`config.mk`:
```
export PLATFORM = sky130hd
export DESIGN_NAME = stso_framer
export DESIGN_NICKNAME = d
export VERILOG_FILES = /design/src/stso_fifo.v /design/src/stso_framer.v
export VERILOG_INCLUDE_DIRS = /design/src
export SDC_FILE = /design/constraint.sdc
export NUM_CORES = 1
export LEC_CHECK = 0
export BUFFER_PORTS_ARGS = -buffer_cell sky130_fd_sc_hd__buf_2
export CAP_MARGIN = 30
export CORE_ASPECT_RATIO = 0.7
export CORE_UTILIZATION = 56
export CTS_BUF_LIST = sky130_fd_sc_hd__clkbuf_2 sky130_fd_sc_hd__clkbuf_4 sky130_fd_sc_hd__clkbuf_8
export DETAILED_ROUTE_END_ITERATION = 12
export GPL_ROUTABILITY_DRIVEN = 0
export PLACE_DENSITY = 0.74
export SYNTH_ARGS = -nofsm -noshare
export SYNTH_HDL_FRONTEND = slang
export SYNTH_SLANG_ARGS = --single-unit
```
`constraint.sdc`:
```
create_clock -name clk_in -period 2.5 [get_ports clk_in]
set_input_delay 0.375 -clock clk_in [delete_from_list [all_inputs] [get_ports clk_in]]
set_output_delay 0.375 -clock clk_in [all_outputs]
set_load 0.02 [all_outputs]
```
`src/stso_map.vh`:
```
// Constants for the serial stream output framer with redundancy bytes.
// Operation
// Polarity of clock and strobes is configurable.
// Outputs change on falling bit clock edge.
// First-byte marker spans exactly eight bit clocks.
// Valid window covers 188 payload bytes only.
// Error flag spans the whole errored packet.
// One bit per clock on one line.
// Each payload is 188 bytes long.
// Bytes go out most significant bit first.
`ifndef STSO_MAP_VH
`define STSO_MAP_VH

// ----------------------------------------------------------------------
// Packet layout
// ----------------------------------------------------------------------
`define STSO_PAYLOAD_BYTES 188
`define STSO_REDUND_BYTES 20
`define STSO_BITS_PER_BYTE 8
`define STSO_BYTE_W 8
`define STSO_POS_W 8

// ----------------------------------------------------------------------
// Fifo shape and reset values
// ----------------------------------------------------------------------
`define STSO_FIFO_DEPTH 4
`define STSO_FIFO_W 10
`define STSO_RST_LOW 1'b0
`define STSO_RST_BYTE 8'h00

`endif

```
`src/stso_fifo.v`:
```
// Small first-in first-out buffer with valid and ready on both sides.
`timescale 1ns/1ps
`default_nettype none

module stso_fifo #(
  parameter WIDTH = 10,
  parameter DEPTH = 4
) (
  input wire clk_in,              // Core clock.
  input wire rst_b_in,            // Asynchronous reset, active low.
  input wire [WIDTH-1:0] wr_data_in, // Word to store.
  input wire wr_valid_in,         // Writer offers a word.
  output wire wr_ready_out,       // Room for a word, from a flop.
  output wire [WIDTH-1:0] rd_data_out, // Oldest stored word.
  output wire rd_valid_out,       // A word is waiting, from a flop.
  input wire rd_ready_in          // Reader takes the word.
);

  // --------------------------------------------------------------------
  // Helpers
  // --------------------------------------------------------------------
  function integer stso_clog2;
    input integer val;
    integer n;
    begin
      n = 0;
      while ((1 << n) < val)
        n = n + 1;
      stso_clog2 = (n < 1) ? 1 : n;
    end
  endfunction

  localparam AW = stso_clog2(DEPTH);
  localparam CW = stso_clog2(DEPTH + 1);
  localparam integer FULL_I = DEPTH;
  localparam integer LAST_I = DEPTH - 1;
  // Counts are cut to the pointer and counter widths on purpose.
  localparam [CW-1:0] FULL_CNT = FULL_I[CW-1:0];
  localparam [AW-1:0] LAST_IDX = LAST_I[AW-1:0];

  reg [WIDTH-1:0] mem_q [0:DEPTH-1];
  reg [AW-1:0] wr_ptr_q;
  reg [AW-1:0] rd_ptr_q;
  reg [CW-1:0] count_q;
  reg [CW-1:0] count_d;
  reg ready_q;
  reg valid_q;
  wire do_wr;
  wire do_rd;

  // Flags are kept in flops so the ready seen outside has no logic path.
  assign do_wr = wr_valid_in & ready_q;
  assign do_rd = rd_ready_in & valid_q;
  assign wr_ready_out = ready_q;
  assign rd_valid_out = valid_q;
  assign rd_data_out = mem_q[rd_ptr_q];

  // Next occupancy from the two handshakes.
  always @*
  begin
    count_d = count_q;
    if (do_wr & ~do_rd)
      count_d = count_q + {{(CW-1){1'b0}}, 1'b1};
    else if (do_rd & ~do_wr)
      count_d = count_q - {{(CW-1){1'b0}}, 1'b1};
  end

  // Storage is written without reset; only pointers, count and flags need one.
  always @(posedge clk_in)
  begin
    if (do_wr)
      mem_q[wr_ptr_q] <= wr_data_in;
  end

  // Pointers, count and registered flags.
  always @(posedge clk_in or negedge rst_b_in)
  begin
    if (!rst_b_in)
    begin
      wr_ptr_q <= {AW{1'b0}};
      rd_ptr_q <= {AW{1'b0}};
      count_q <= {CW{1'b0}};
      ready_q <= 1'b1;
      valid_q <= 1'b0;
    end
    else
    begin
      if (do_wr)
        wr_ptr_q <= (wr_ptr_q == LAST_IDX) ? {AW{1'b0}} :
                    wr_ptr_q + {{(AW-1){1'b0}}, 1'b1};
      if (do_rd)
        rd_ptr_q <= (rd_ptr_q == LAST_IDX) ? {AW{1'b0}} :
                    rd_ptr_q + {{(AW-1){1'b0}}, 1'b1};
      count_q <= count_d;
      ready_q <= (count_d != FULL_CNT);
      valid_q <= (count_d != {CW{1'b0}});
    end
  end

endmodule // stso_fifo

`default_nettype wire

```
`src/stso_framer.v`:
```
// Serial stream framer: bytes in, one bit per output bit clock out.
`timescale 1ns/1ps
`default_nettype none
`include "stso_map.vh"

module stso_framer #(
  parameter PAYLOAD_BYTES = `STSO_PAYLOAD_BYTES,
  parameter REDUND_BYTES = `STSO_REDUND_BYTES,
  parameter FIFO_DEPTH = `STSO_FIFO_DEPTH
) (
  input wire clk_in,              // Core clock, 250 MHz.
  input wire rst_b_in,            // Asynchronous reset, active low.
  input wire bit_rate_clk_in,     // Bit rate reference, foreign domain.
  input wire [7:0] byte_data_in,  // Packet byte from the decoder.
  input wire byte_first_in,       // Byte is the first of a packet.
  input wire byte_error_in,       // Packet is uncorrectable (first byte).
  input wire byte_valid_in,       // Byte offered.
  output wire byte_ready_out,     // Byte accepted when valid is high.
  input wire inv_clock_in,        // Invert the output bit clock.
  input wire inv_first_in,        // First-byte marker active low.
  input wire inv_valid_in,        // Valid window active low.
  input wire inv_error_in,        // Error flag active low.
  output reg out_bit_clock_out,   // Output bit clock.
  output reg serial_stream_out,   // Serial data line.
  output reg first_byte_mark_out, // First-byte marker.
  output reg packet_valid_window_out, // Payload window.
  output reg packet_error_flag_out    // Whole-packet error flag.
);

  // --------------------------------------------------------------------
  // Constants and states
  // --------------------------------------------------------------------
  localparam PW = `STSO_POS_W;
  localparam integer LAST_POS_I = PAYLOAD_BYTES + REDUND_BYTES - 1;
  localparam integer PAYLOAD_I = PAYLOAD_BYTES;
  localparam integer LAST_BIT_I = `STSO_BITS_PER_BYTE - 1;
  // Cut to register width on purpose; a whole packet must fit the
  // position counter, so payload plus redundancy stays below 257 bytes.
  localparam [PW-1:0] LAST_POS = LAST_POS_I[PW-1:0];
  localparam [PW-1:0] PAYLOAD_CNT = PAYLOAD_I[PW-1:0];
  localparam [2:0] LAST_BIT = LAST_BIT_I[2:0];
  localparam [1:0] ST_IDLE = 2'b01;
  localparam [1:0] ST_SHIFT = 2'b10;

  // --------------------------------------------------------------------
  // Reference clock synchroniser and edge detect
  // --------------------------------------------------------------------
  reg ref_s1_q;
  reg ref_s2_q;
  reg ref_s3_q;
  wire fall_tick;

  // Two flops before any logic reads the foreign clock; a third holds
  // the previous level so the edge detector never looks at the first.
  always @(posedge clk_in or negedge rst_b_in)
  begin
    if (!rst_b_in)
    begin
      ref_s1_q <= `STSO_RST_LOW;
      ref_s2_q <= `STSO_RST_LOW;
      ref_s3_q <= `STSO_RST_LOW;
    end
    else
    begin
      ref_s1_q <= bit_rate_clk_in;
      ref_s2_q <= ref_s1_q;
      ref_s3_q <= ref_s2_q;
    end
  end

  // Every output bit moves on the falling edge of the bit clock.
  assign fall_tick = ref_s3_q & ~ref_s2_q;

  // --------------------------------------------------------------------
  // Byte buffer
  // --------------------------------------------------------------------
  wire [`STSO_FIFO_W-1:0] fifo_rd_data;
  wire fifo_rd_valid;
  wire fifo_rd_ready;
  wire [7:0] nxt_byte;
  wire nxt_first;
  wire nxt_error;

  stso_fifo #(
    .WIDTH(`STSO_FIFO_W),
    .DEPTH(FIFO_DEPTH)
  ) u_fifo (
    .clk_in(clk_in),
    .rst_b_in(rst_b_in),
    .wr_data_in({byte_error_in, byte_first_in, byte_data_in}),
    .wr_valid_in(byte_valid_in),
    .wr_ready_out(byte_ready_out),
    .rd_data_out(fifo_rd_data),
    .rd_valid_out(fifo_rd_valid),
    .rd_ready_in(fifo_rd_ready)
  );

  assign nxt_byte = fifo_rd_data[7:0];
  assign nxt_first = fifo_rd_data[8];
  assign nxt_error = fifo_rd_data[9];

  // --------------------------------------------------------------------
  // Shifter state
  // --------------------------------------------------------------------
  reg [1:0] state_q;
  reg [1:0] state_d;
  reg [7:0] shift_q;
  reg [7:0] shift_d;
  reg [2:0] bit_q;
  reg [2:0] bit_d;
  reg [PW-1:0] pos_q;
  reg [PW-1:0] pos_d;
  reg err_q;
  reg err_d;
  reg need_byte;

  // A new byte is pulled only on a tick that ends the current byte, so a
  // slow upstream stalls the line instead of corrupting a byte.
  always @*
  begin
    state_d = state_q;
    shift_d = shift_q;
    bit_d = bit_q;
    pos_d = pos_q;
    err_d = err_q;
    need_byte = 1'b0;
    case (state_q)
      ST_SHIFT:
      begin
        if (bit_q != LAST_BIT)
        begin
          shift_d = {shift_q[6:0], 1'b0};
          bit_d = bit_q + 3'h1;
        end
        else
          need_byte = 1'b1;
      end
      ST_IDLE:
        need_byte = 1'b1;
      default:
      begin
        state_d = ST_IDLE;
        need_byte = 1'b0;
      end
    endcase
    if (need_byte)
    begin
      if (fifo_rd_valid)
      begin
        state_d = ST_SHIFT;
        shift_d = nxt_byte;
        bit_d = 3'h0;
        // The first flag realigns; otherwise wrap after the redundancy.
        if (nxt_first || (pos_q == LAST_POS))
          pos_d = {PW{1'b0}};
        else
          pos_d = pos_q + {{(PW-1){1'b0}}, 1'b1};
        // Error status is latched once and holds for the whole packet.
        if (nxt_first || (pos_q == LAST_POS))
          err_d = nxt_error;
      end
      else
        state_d = ST_IDLE;
    end
  end

  assign fifo_rd_ready = fall_tick & need_byte;

  // State advances on bit clock falling edges only.
  always @(posedge clk_in or negedge rst_b_in)
  begin
    if (!rst_b_in)
    begin
      state_q <= ST_IDLE;
      shift_q <= `STSO_RST_BYTE;
      bit_q <= 3'h0;
      pos_q <= LAST_POS;
      err_q <= `STSO_RST_LOW;
    end
    else if (fall_tick)
    begin
      state_q <= state_d;
      shift_q <= shift_d;
      bit_q <= bit_d;
      pos_q <= pos_d;
      err_q <= err_d;
    end
  end

  // --------------------------------------------------------------------
  // Output stage
  // --------------------------------------------------------------------
  wire act_shift;
  wire act_first;
  wire act_valid;
  wire act_error;

  assign act_shift = (state_d == ST_SHIFT);
  // Marker covers all eight bits of byte zero and nothing else.
  assign act_first = act_shift & (pos_d == {PW{1'b0}});
  // Window closes for the redundancy bytes that trail the payload.
  assign act_valid = act_shift & (pos_d < PAYLOAD_CNT);
  assign act_error = act_shift & err_d;

  // Outputs come straight from flops so no glitch reaches the pins; the
  // bit clock follows the reference three core cycles late, matching data.
  always @(posedge clk_in or negedge rst_b_in)
  begin
    if (!rst_b_in)
    begin
      out_bit_clock_out <= `STSO_RST_LOW;
      serial_stream_out <= `STSO_RST_LOW;
      first_byte_mark_out <= `STSO_RST_LOW;
      packet_valid_window_out <= `STSO_RST_LOW;
      packet_error_flag_out <= `STSO_RST_LOW;
    end
    else
    begin
      out_bit_clock_out <= ref_s2_q ^ inv_clock_in;
      if (fall_tick)
      begin
        serial_stream_out <= act_shift & shift_d[7];
        first_byte_mark_out <= act_first ^ inv_first_in;
        packet_valid_window_out <= act_valid ^ inv_valid_in;
        packet_error_flag_out <= act_error ^ inv_error_in;
      end
    end
  end

endmodule // stso_framer

`default_nettype wire

```
==> out/metrics.cfg, run 1 <==
[status]
status=finished clean

[logic_synthesis]
post-synth-top-area-cell=edfxtp_1
synth-seq-area-share_pct=59.05
synth_edf_count=40
ys_warn_count=0
synth_area_leaders=edfxtp_1 32%, dfrtp_1 21%, mux4_2 6.1%, dfstp_2 5.7%, ha_1 4.1%
synth_area_um2=3704
synthTopCellsByCount=40 x edfxtp_1, 31 x dfrtp_1, 28 x nand2_1
yosys.cell_types.count=54
synth_top_family_by_area=simple AND/OR/NAND/NOR gates
muxShareOfSynthArea_pct=6.689
syn_inst=298
yosysMostFrequentCell=edfxtp_1
synth_xor_xnor_area_share_pct=1.655
synth_compound_area_share_pct=12.70
synth_top_area_share_pct=32.43
syn_nets=328
synthArstFlopShare_pct=49.37
synthAdderAreaFrac_pct=4.054
synth_simple_gate_area_share_pct=13.28
syn_avg_cell_area_um2=12.43
ys.flop_type=edfxtp_1
postSynthRegisterBits=79

[power_and_ir_drop]
power.density_nw_per_um2=1086
p_clk_share_pct=23.6
combinationalPowerShare_pct=34.4
seq_power_share_pct=42.0
p_sw_share_pct=34.23
p_switching_mw=1.575
leakagePower_nw=1.622
internal_power_mw=3.025
peakVddDrop_v=0.0006606

[final_layout]
final_util_pct=67.16
instances_no_fill=416
nFillCells=454
drive_gt1_share_pct=26.92
multiInputGateArea_um2=1444
ff_latch_area_um2=2188
final_nets=363
insertedDiodeCount=0
synthToLayoutAreaGrowth_pct=14.36

[timing]
min_period_over_period_pct=95.57
fin_skew_ns=0.006083
worstMarginPinSlew_ns=0.8619
rsz0062_at_grt=false
finalSetupTns_ns=0
hold-worst-slack_ns=0.1201
drv_slew=0
slew_headroom_pct=42.54
hold_viol=0
fmax_mhz=418.5
setup_violations=0
post-route-min-period_ns=2.389

[global_route]
grt_max_degree=40
grt_pass1_vias=2447
grt_pass1_wl_um=12160
overflow=0
grt_use_total_pct=23.32
antenna_found_initial=0

[min_path]
hold_class=in -> async

[worst_setup_path]
r2r-start=state_q[0]
critPathArrivalTime_ns=2.68
cpLargestDelayFamily=simple AND/OR/NAND/NOR gates
r2r_end=packet_valid_window_out
crit_path_end_kind=flip-flop
worstPathCellList=inv_2 -> ha_4 -> and2b_2 -> nand2_4 -> or4_1 -> a32o_2 -> a211o_1 -> nand3_1
worst-path-buf-inv=1
worst-r2r-cell-count=8
crit_required_ns=2.79
crit_fanout=5
regToRegSetupSlack_ns=0.11
cp.depth=8
critical-path-max-stage-delay_ns=0.55
slowest_stage=dfstp_2
startpoint_type=flip-flop
critPathKind=reg -> reg

[clock_tree]
insertion_delay_ns=0.35
holdBufCountCts=0
cts_buffers=9
cts_tree=yes
cts_max_level=3
cts_sinks=79
cts-root-buf=clkbuf_8
clock_path_buffers=2
clkTransAtPathRegs_ns=0.08

[placed_design]
hpwl_um=5083
dp_cells=396
io_buffers=23

[floorplan]
start_util_pct=58.73
fp.dieH_um=70.04
dieArea_um2=6948
die_w_um=99.20
core-area_um2=6306
rows=24
ioPinCount=24

[job]
maxCapViolCount=0

[detailed_routing]
vias=2521
route.detailed.drc=0
drt_first_pass_iters=4
ant_nets=0
viasPerCell=6.060
wl_um=7274
drt-wirelength-per-cell_um=17.49
drt_iter0_markers=182

[logic make-up (layout without fill, tap and decap cells)]
family                   count (synthesis)  in the layout
AND/OR/NAND/NOR                         95             95
buffers and inverters                   24             64
flip-flops                              79             79
XOR/XNOR                                 7              7
AO/OA/AOI/OAI                           69             69
multiplexers                            12             12
adder cells (fa/ha/maj)                 12             12
[layout make-up]
type	instances	area share [%]
inverter	8	0.7090
tap	78	2.304
multi-input combinational	195	34.09
clock buffer	9	2.925
timing repair buffer	40	5.731
sequential	79	51.67
clock inverter	7	2.570
[stage by stage]
step | worst slack [ns] | total power [mW] | cell area [um2]
3_5_place_dp | 0.004605 | 3.456 | 3949
3_3_place_gp | 0.07254 | 3.384 | 3949
6_report | 0.1107 | 4.600 | 4235
4_1_cts | 0.07732 | 4.591 | 4202
5_1_grt | 0.02391 | 4.891 | 4235
2_1_floorplan | 0.07982 | 2.991 | 3704
[worst max-delay path by stage]
stage | endpoint | startpoint | slack [ns]
floorplan | packet_valid_window_out | state_q[0] | 0.08
global placement | packet_valid_window_out | state_q[0] | 0.07
detailed placement | packet_valid_window_out | state_q[0] | 0.005
CTS | packet_valid_window_out | state_q[0] | 0.08
global route | packet_valid_window_out | state_q[0] | 0.02
finish | packet_valid_window_out | state_q[0] | 0.11
[state kept, by name (all words and copies together) (netlist names), 2 cells and up]
register / count
u_fifo.mem_q: 40
pos_q: 8
shift_q: 8
bit_q: 3
u_fifo.count_q: 3
state_q: 2
u_fifo.rd_ptr_q: 2
u_fifo.wr_ptr_q: 2
[routing by layer]
layer | share of wire, % | track usage (%)
met5 | 0 | 0
met4 | 1.0 | 7.190
met3 | 5.2 | 6.507
met2 | 46 | 33.87
met1 | 47 | 34.39
[layout by cell type (no fill, tap or decap), drive strengths merged, types with 5 or more instances in the layout]
master / count
edfxtp: 40
inv: 12
nor3: 7
mux4: 10
a21oi: 14
o22ai: 6
clkbuf: 9
buf: 40
and3: 7
ha: 12
o21ai: 22
nand2b: 5
dfstp: 8
nand3: 11
nor2: 15
nand2: 29
dfrtp: 31
o31ai: 5
[power groups by stage]
stage / Combinational [mW] / Sequential [mW] / Clock [mW]
floorplan: 1.06 / 1.93 / 0
global placement: 1.46 / 1.93 / 0
detailed placement: 1.51 / 1.95 / 0
CTS: 1.55 / 1.93 / 1.11
global route: 1.77 / 1.97 / 1.15
finish: 1.58 / 1.93 / 1.08
[what timing repair did]
item / CTS / global route
setup endpoints to repair: 1 / 2
setup buffers: 1 / 3
gates resized for setup: 1 / 5
pin swaps: 0 / 1
[worst reg2reg max path, cell delays in order, from the launching register on]
cell and delay [ns]:
dfstp_2 0.55, inv_2 0.06, ha_4 0.24, and2b_2 0.24
nand2_4 0.07, or4_1 0.52, a32o_2 0.29, a211o_1 0.29
nand3_1 0.07
Note: power is estimated with default switching activity, not from simulation.
==> inputs of run 2 (changes only) <==
--- a/config.mk
+++ b/config.mk
@@ -9,11 +9,10 @@
 export BUFFER_PORTS_ARGS = -buffer_cell sky130_fd_sc_hd__buf_2
 export CAP_MARGIN = 30
 export CORE_ASPECT_RATIO = 0.7
-export CORE_UTILIZATION = 56
-export CTS_BUF_LIST = sky130_fd_sc_hd__clkbuf_2 sky130_fd_sc_hd__clkbuf_4 sky130_fd_sc_hd__clkbuf_8
+export CORE_UTILIZATION = 54
 export DETAILED_ROUTE_END_ITERATION = 12
 export GPL_ROUTABILITY_DRIVEN = 0
-export PLACE_DENSITY = 0.74
+export PLACE_DENSITY = 0.72
 export SYNTH_ARGS = -nofsm -noshare
 export SYNTH_HDL_FRONTEND = slang
 export SYNTH_SLANG_ARGS = --single-unit
==> run 2 against run 1 <==
Compared with the run above:
- power fell by 3.7%
- count of clock-buffer cells in the layout did not move
- first-iteration DRC count is 19% lower
- fmax shrank 1.5%
- combinational power about the same
- die area is 3.6% higher
- global-route usage decreased by 0.90 points
- non-clock buffer count shrank 4
- critical path depth stayed put
- sequential power about the same
- critical path type unchanged
- largest power group unchanged
- highest routed layer unchanged
==> out/metrics.cfg, run 2 (synthesis results as in run 1) <==
[timing]
hold_viol=0  ; unchanged
fmax_mhz=412.2  ; -1.5%
setup_violations=0  ; unchanged
drv_slew=0  ; unchanged
worstMarginPinSlew_ns=0.8639  ; +0.002058 ns
finalSetupTns_ns=0  ; unchanged
slew_headroom_pct=42.40  ; -0.14 points
min_period_over_period_pct=97.05  ; +1.5 points
hold-worst-slack_ns=0.1370  ; +0.01687 ns
rsz0062_at_grt=false
post-route-min-period_ns=2.426  ; +0.03690 ns
fin_skew_ns=0.009114  ; +0.003031 ns

[worst_setup_path]
regToRegSetupSlack_ns=0.07  ; -0.04 ns
r2r_end=packet_valid_window_out
crit_path_end_kind=flip-flop
crit_required_ns=2.78  ; about the same
critPathKind=reg -> reg
r2r-start=state_q[0]
startpoint_type=flip-flop
worst-r2r-cell-count=8  ; unchanged
cp-endpoint=packet_valid_window_out
crit_fanout=4  ; -1
critPathArrivalTime_ns=2.71  ; +0.03 ns
crit_start=state_q[0]

[floorplan]
start_util_pct=57.63  ; -1.1 points
dieArea_um2=7199  ; +3.6%
ioPinCount=24  ; unchanged
fp.dieH_um=71.29  ; +1.8%
die_w_um=101.0  ; +1.8%
rows=24  ; unchanged
core-area_um2=6426  ; +1.9%

[placed_design]
io_buffers=23  ; unchanged
hpwl_um=5019  ; -1.3%

[final_layout]
final_nets=359  ; -1.1%
insertedDiodeCount=0  ; unchanged
synthToLayoutAreaGrowth_pct=13.01
largest_reg_flops=40  ; unchanged
regMostFlops=u_fifo.mem_q
layout_commonest_cell=edfxtp_1
top_regs=u_fifo.mem_q (40), pos_q (8), shift_q (8)
drive_gt1_share_pct=24.85  ; -2.1 points
nFillCells=512  ; +13%
layout_common_cells=40 x edfxtp_1, 31 x dfrtp_1, 28 x nand2_1

[global_route]
overflow=0  ; unchanged
grt_use_total_pct=22.43  ; -0.90 points
antenna_found_initial=0  ; unchanged
grt_pass1_vias=2393  ; -2.2%
grt_pass1_wl_um=11990  ; -1.4%
grt_max_degree=40  ; unchanged

[power_and_ir_drop]
p_sw_share_pct=34.88  ; +0.65 points
peakVddDrop_v=0.0004643  ; -30%
internal_power_mw=2.885  ; -4.6%
p_clk_share_pct=21.4  ; -2.2 points
combinationalPowerShare_pct=35.1  ; +0.7 points
leakagePower_nw=1.592  ; -1.9%
power.density_nw_per_um2=1059  ; -2.5%
p_switching_mw=1.546  ; -1.8%
seq_power_share_pct=43.4  ; +1.4 points

[clock_tree]
cts_max_level=3  ; unchanged
clkTransAtPathRegs_ns=0.09  ; about the same
holdBufCountCts=0  ; unchanged
insertion_delay_ns=0.35  ; about the same
cts_tree=yes
cts_sinks=79  ; unchanged
cts_buffers=9  ; unchanged
cts-root-buf=clkbuf_8
clock_path_buffers=2  ; unchanged

[min_path]
hold_class=in -> async

[detailed_routing]
wl_um=7180  ; -1.3%
drt-wirelength-per-cell_um=16.89  ; -3.4%
ant_nets=0  ; unchanged
viasPerCell=5.859  ; -3.3%
drt_first_pass_iters=4  ; unchanged
route.detailed.drc=0  ; unchanged
drt_iter0_markers=147  ; -19%
met3_length_um=539  ; +43%
maxUsedRoutingLayer=met4
m1WireLength_um=3358  ; -2.8%
vias=2490  ; -1.2%
wl_met2_um=3240  ; -3.7%

[job]
maxCapViolCount=0  ; unchanged

[status]
status=finished clean

[run 2: per-stage QoR]
step / instance area (um2) / util [%] / worst slack, ns / instances / power (mW)
after global routing: 4185 / 65.13 / 0.006857 / 425 / 4.727
after floorplan: 3704 / - / 0.07982 / 298 / 2.991
after detailed placement: 3958 / 61.58 / 0.03941 / 408 / 3.440
after global placement: 3958 / 61.58 / 0.08271 / 408 / 3.378
final: 4185 / 65.13 / 0.07378 / 425 / 4.431
after CTS: 4161 / 64.76 / 0.009983 / 424 / 4.399
[run 2: worst max-delay path, stage by stage, from the launching register on]
cell and delay (ns):
dfstp_2 0.54, inv_1 0.08, ha_4 0.26, and2b_2 0.25, nand2_4 0.06, or4_1 0.52
a32o_1 0.30, a211o_1 0.29, nand3_1 0.06
[run 2: repair_timing]
| action | CTS | global route |
|---|---|---|
| setup buffers | 0 | 1 |
| resized for setup | 0 | 3 |
| setup endpoints to repair | 0 | 2 |
[run 2: layer usage]
layer,track usage [%],up-vias
li1,-,1176
met1,33.56,1205
met2,33.03,105
met3,5.561,4
met4,6.280,0
met5,0,-
[run 2: worst min path at each step]
stage,startpoint,endpoint
finish,rst_b_in,u_fifo.count_q[0]
global route,bit_rate_clk_in,ref_s1_q
CTS,bit_rate_clk_in,ref_s1_q
detailed placement,ref_s1_q,ref_s2_q
global placement,ref_s1_q,ref_s2_q
floorplan,rst_b_in,bit_q[0]
[run 2: area by class of cell]
| cell class | count | area [um2] | area share (%) |
|---|---|---|---|
| Inverter | 8 | 30.03 | 0.7175 |
| Timing Repair Buffer | 36 | 212.7 | 5.082 |
| Tap cell | 91 | 113.9 | 2.720 |
| Multi-Input combinational cell | 195 | 1438 | 34.35 |
| Clock inverter | 7 | 80.08 | 1.913 |
| Clock buffer | 9 | 123.9 | 2.960 |
| Sequential cell | 79 | 2187 | 52.26 |
[run 2: power by group through the flow]
stage / combinational, mW / sequential, mW / clock, mW
2_1_floorplan: 1.06 / 1.93 / 0
3_3_place_gp: 1.45 / 1.93 / 0
3_5_place_dp: 1.49 / 1.95 / 0
4_1_cts: 1.50 / 1.92 / 0.976
5_1_grt: 1.73 / 1.97 / 1.02
6_report: 1.56 / 1.93 / 0.950
==> inputs of run 3 (changes only) <==
--- a/config.mk
+++ b/config.mk
@@ -6,7 +6,7 @@
 export SDC_FILE = /design/constraint.sdc
 export NUM_CORES = 1
 export LEC_CHECK = 0
-export BUFFER_PORTS_ARGS = -buffer_cell sky130_fd_sc_hd__buf_2
+export BUFFER_PORTS_ARGS = -buffer_cell sky130_fd_sc_hd__clkbuf_2
 export CAP_MARGIN = 30
 export CORE_ASPECT_RATIO = 0.7
 export CORE_UTILIZATION = 54
==> run 3 against run 2 <==
Compared with the run above:
- global-route usage increased by 0.24 points
- the run now ends with negative hold slack left
- largest power group unchanged
- critical endpoint unchanged
- worst hold slack got worse by 0.14 ns
- combinational power about the same
- non-clock buffer count increased by 2
==> out/metrics.cfg, run 3 (synthesis results as in run 1) <==
[status]
status=finished with violations
violations=negative hold slack

[floorplan]
dieArea_um2=7199  ; unchanged
core-area_um2=6426  ; unchanged
fp.dieH_um=71.29  ; unchanged
die_w_um=101.0  ; unchanged
start_util_pct=57.63  ; unchanged
rows=24  ; unchanged
ioPinCount=24  ; unchanged

[worst_setup_path]
worst-path-buf-inv=1  ; unchanged
startpoint_type=flip-flop
worstPathCellList=inv_2 -> ha_4 -> and2b_2 -> nand2_4 -> or4_1 -> a32o_2 -> a211o_1 -> nand3_1
crit_path_end_kind=flip-flop
worst-r2r-cell-count=8  ; unchanged
slowest_stage=dfstp_2
crit_fanout=5  ; +1
critical-path-max-stage-delay_ns=0.55  ; about the same
critPathKind=reg -> reg
crit_required_ns=2.79  ; about the same
cpLargestDelayFamily=simple AND/OR/NAND/NOR gates
critPathArrivalTime_ns=2.70  ; about the same
cp.depth=8  ; unchanged

[clock_tree]
insertion_delay_ns=0.35  ; about the same
holdBufCountCts=0  ; unchanged
cts_buffers=9  ; unchanged
clock_path_buffers=2  ; unchanged
clkTransAtPathRegs_ns=0.08  ; about the same
cts-root-buf=clkbuf_8
cts_max_level=3  ; unchanged
cts_tree=yes
cts_sinks=79  ; unchanged

[power_and_ir_drop]
power.density_nw_per_um2=1036  ; -2.1%
peakVddDrop_v=0.0005079  ; +9.4%
leakagePower_nw=1.599  ; +0.43%

[detailed_routing]
drt_iter0_markers=113  ; -23%
drt-wirelength-per-cell_um=17.03  ; +0.78%
wl_um=7270  ; +1.3%
route.detailed.drc=0  ; unchanged
ant_nets=0  ; unchanged
viasPerCell=5.789  ; -1.2%
drt_first_pass_iters=5  ; +1
vias=2472  ; -0.72%

[min_path]
hold_class=in -> async

[timing]
worst_slack_ns=0.09370  ; +0.01992 ns
finalSetupTns_ns=0  ; unchanged
drv_slew=0  ; unchanged
fin_skew_ns=0.004481  ; -0.004632 ns
setup_violations=0  ; unchanged
rsz0062_at_grt=false
hold-worst-slack_ns=-0.002700  ; -0.1397 ns
hold_viol=3  ; +3
slew_headroom_pct=62.49  ; +20 points
fmax_mhz=415.6  ; +0.83%
worstMarginPinSlew_ns=0.5626  ; -0.3013 ns
post-route-min-period_ns=2.406  ; -0.01992 ns
min_period_over_period_pct=96.25  ; -0.80 points

[final_layout]
synthToLayoutAreaGrowth_pct=13.31
largest_reg_flops=40  ; unchanged
top_regs=u_fifo.mem_q (40), pos_q (8), shift_q (8)
drive_gt1_share_pct=25.89  ; +1.0 points
nFillCells=490  ; -4.3%
final_nets=361  ; +0.56%
regMostFlops=u_fifo.mem_q
insertedDiodeCount=0  ; unchanged
layout_common_cells=40 x edfxtp_1, 31 x dfrtp_1, 28 x nand2_1
layout_commonest_cell=edfxtp_1

[global_route]
grt_use_total_pct=22.66  ; +0.24 points
overflow=0  ; unchanged
grt_max_degree=21  ; -48%
antenna_found_initial=0  ; unchanged
grt_pass1_vias=2376  ; -0.71%
grt_pass1_wl_um=11830  ; -1.3%

[placed_design]
hpwl_um=4972  ; -0.94%
dpl_worst_slack_ns=0.004930  ; -0.03448 ns
io_buffers=23  ; unchanged

[job]
maxCapViolCount=0  ; unchanged

-- run 3: cell count changes in the layout (fill, tap and decap cells not counted), moves of 2 or more --
cell | previous run | this run
inv_6 | 1 | 3
clkinv_4 | 3 | 0
buf_2 | 23 | 0
clkbuf_2 | 0 | 23
-- run 3: routing by layer --
metal	wire length [um]	track usage, %	part of all wire [%]
met1	3477	31.95	48
met4	82	7.729	1.1
met3	397	7.415	5.5
met5	0	0	0
met2	3311	33.56	46
-- run 3: area by class of cell --
cell class                 instances  area, um2  area share (%)
clock inverter                     7      53.80           1.282
inverter                           8      30.03          0.7156
multi-input combinational        195       1440           34.32
tap                               91      113.9           2.713
sequential                        79       2187           52.12
timing repair buffer              38      247.7           5.903
clock buffer                       9      123.9           2.952
-- run 3: worst paths after layout --
check | from | to | slack [ns]
hold / removal | rst_b_in | ref_s2_q | -0.003
setup / recovery | state_q[0] | packet_valid_window_out | 0.09
max in group asynchronous | rst_b_in | pos_q[6] | 1.94
hold reg to reg | ref_s1_q | ref_s2_q | 0.35
setup reg to reg | state_q[0] | packet_valid_window_out | 0.09
min in group clk_in | bit_rate_clk_in | ref_s1_q | 0.13
-- run 3: power by group --
part,internal (mW),switching (mW),total [mW]
Sequential,1.73,0.204,1.93
Combinational,0.684,0.863,1.55
Clock,0.373,0.496,0.868
-- run 3: what timing repair did --
item / CTS / global route
setup endpoints to repair: 1 / 2
pin swaps: 0 / 1
setup buffers: 1 / 1
gates resized for setup: 1 / 4
-- run 3: worst reg2reg max path, stage by stage (launching register included) --
cell     delay (ns)
dfstp_2        0.55
inv_2          0.06
ha_4           0.25
and2b_2        0.25
nand2_4        0.07
or4_1          0.52
a32o_2         0.30
a211o_1        0.29
nand3_1        0.07
-- run 3: metrics by stage --
| step | power, mW | cell area [um2] | util, % | hold slack [ns] | std cells |
|---|---|---|---|---|---|
| finish | 4.349 | 4197 | 65.30 | -0.002700 | 427 |
| global route | 4.640 | 4197 | 65.30 | 0.02099 | 427 |
| detailed placement | 3.437 | 3985 | 62.01 | 0.3347 | 409 |
| floorplan | 2.991 | 3704 | - | 0.07941 | 298 |
| global placement | 3.380 | 3958 | 61.58 | 0.3421 | 408 |
| CTS | 4.357 | 4183 | 65.09 | 0.003052 | 426 |
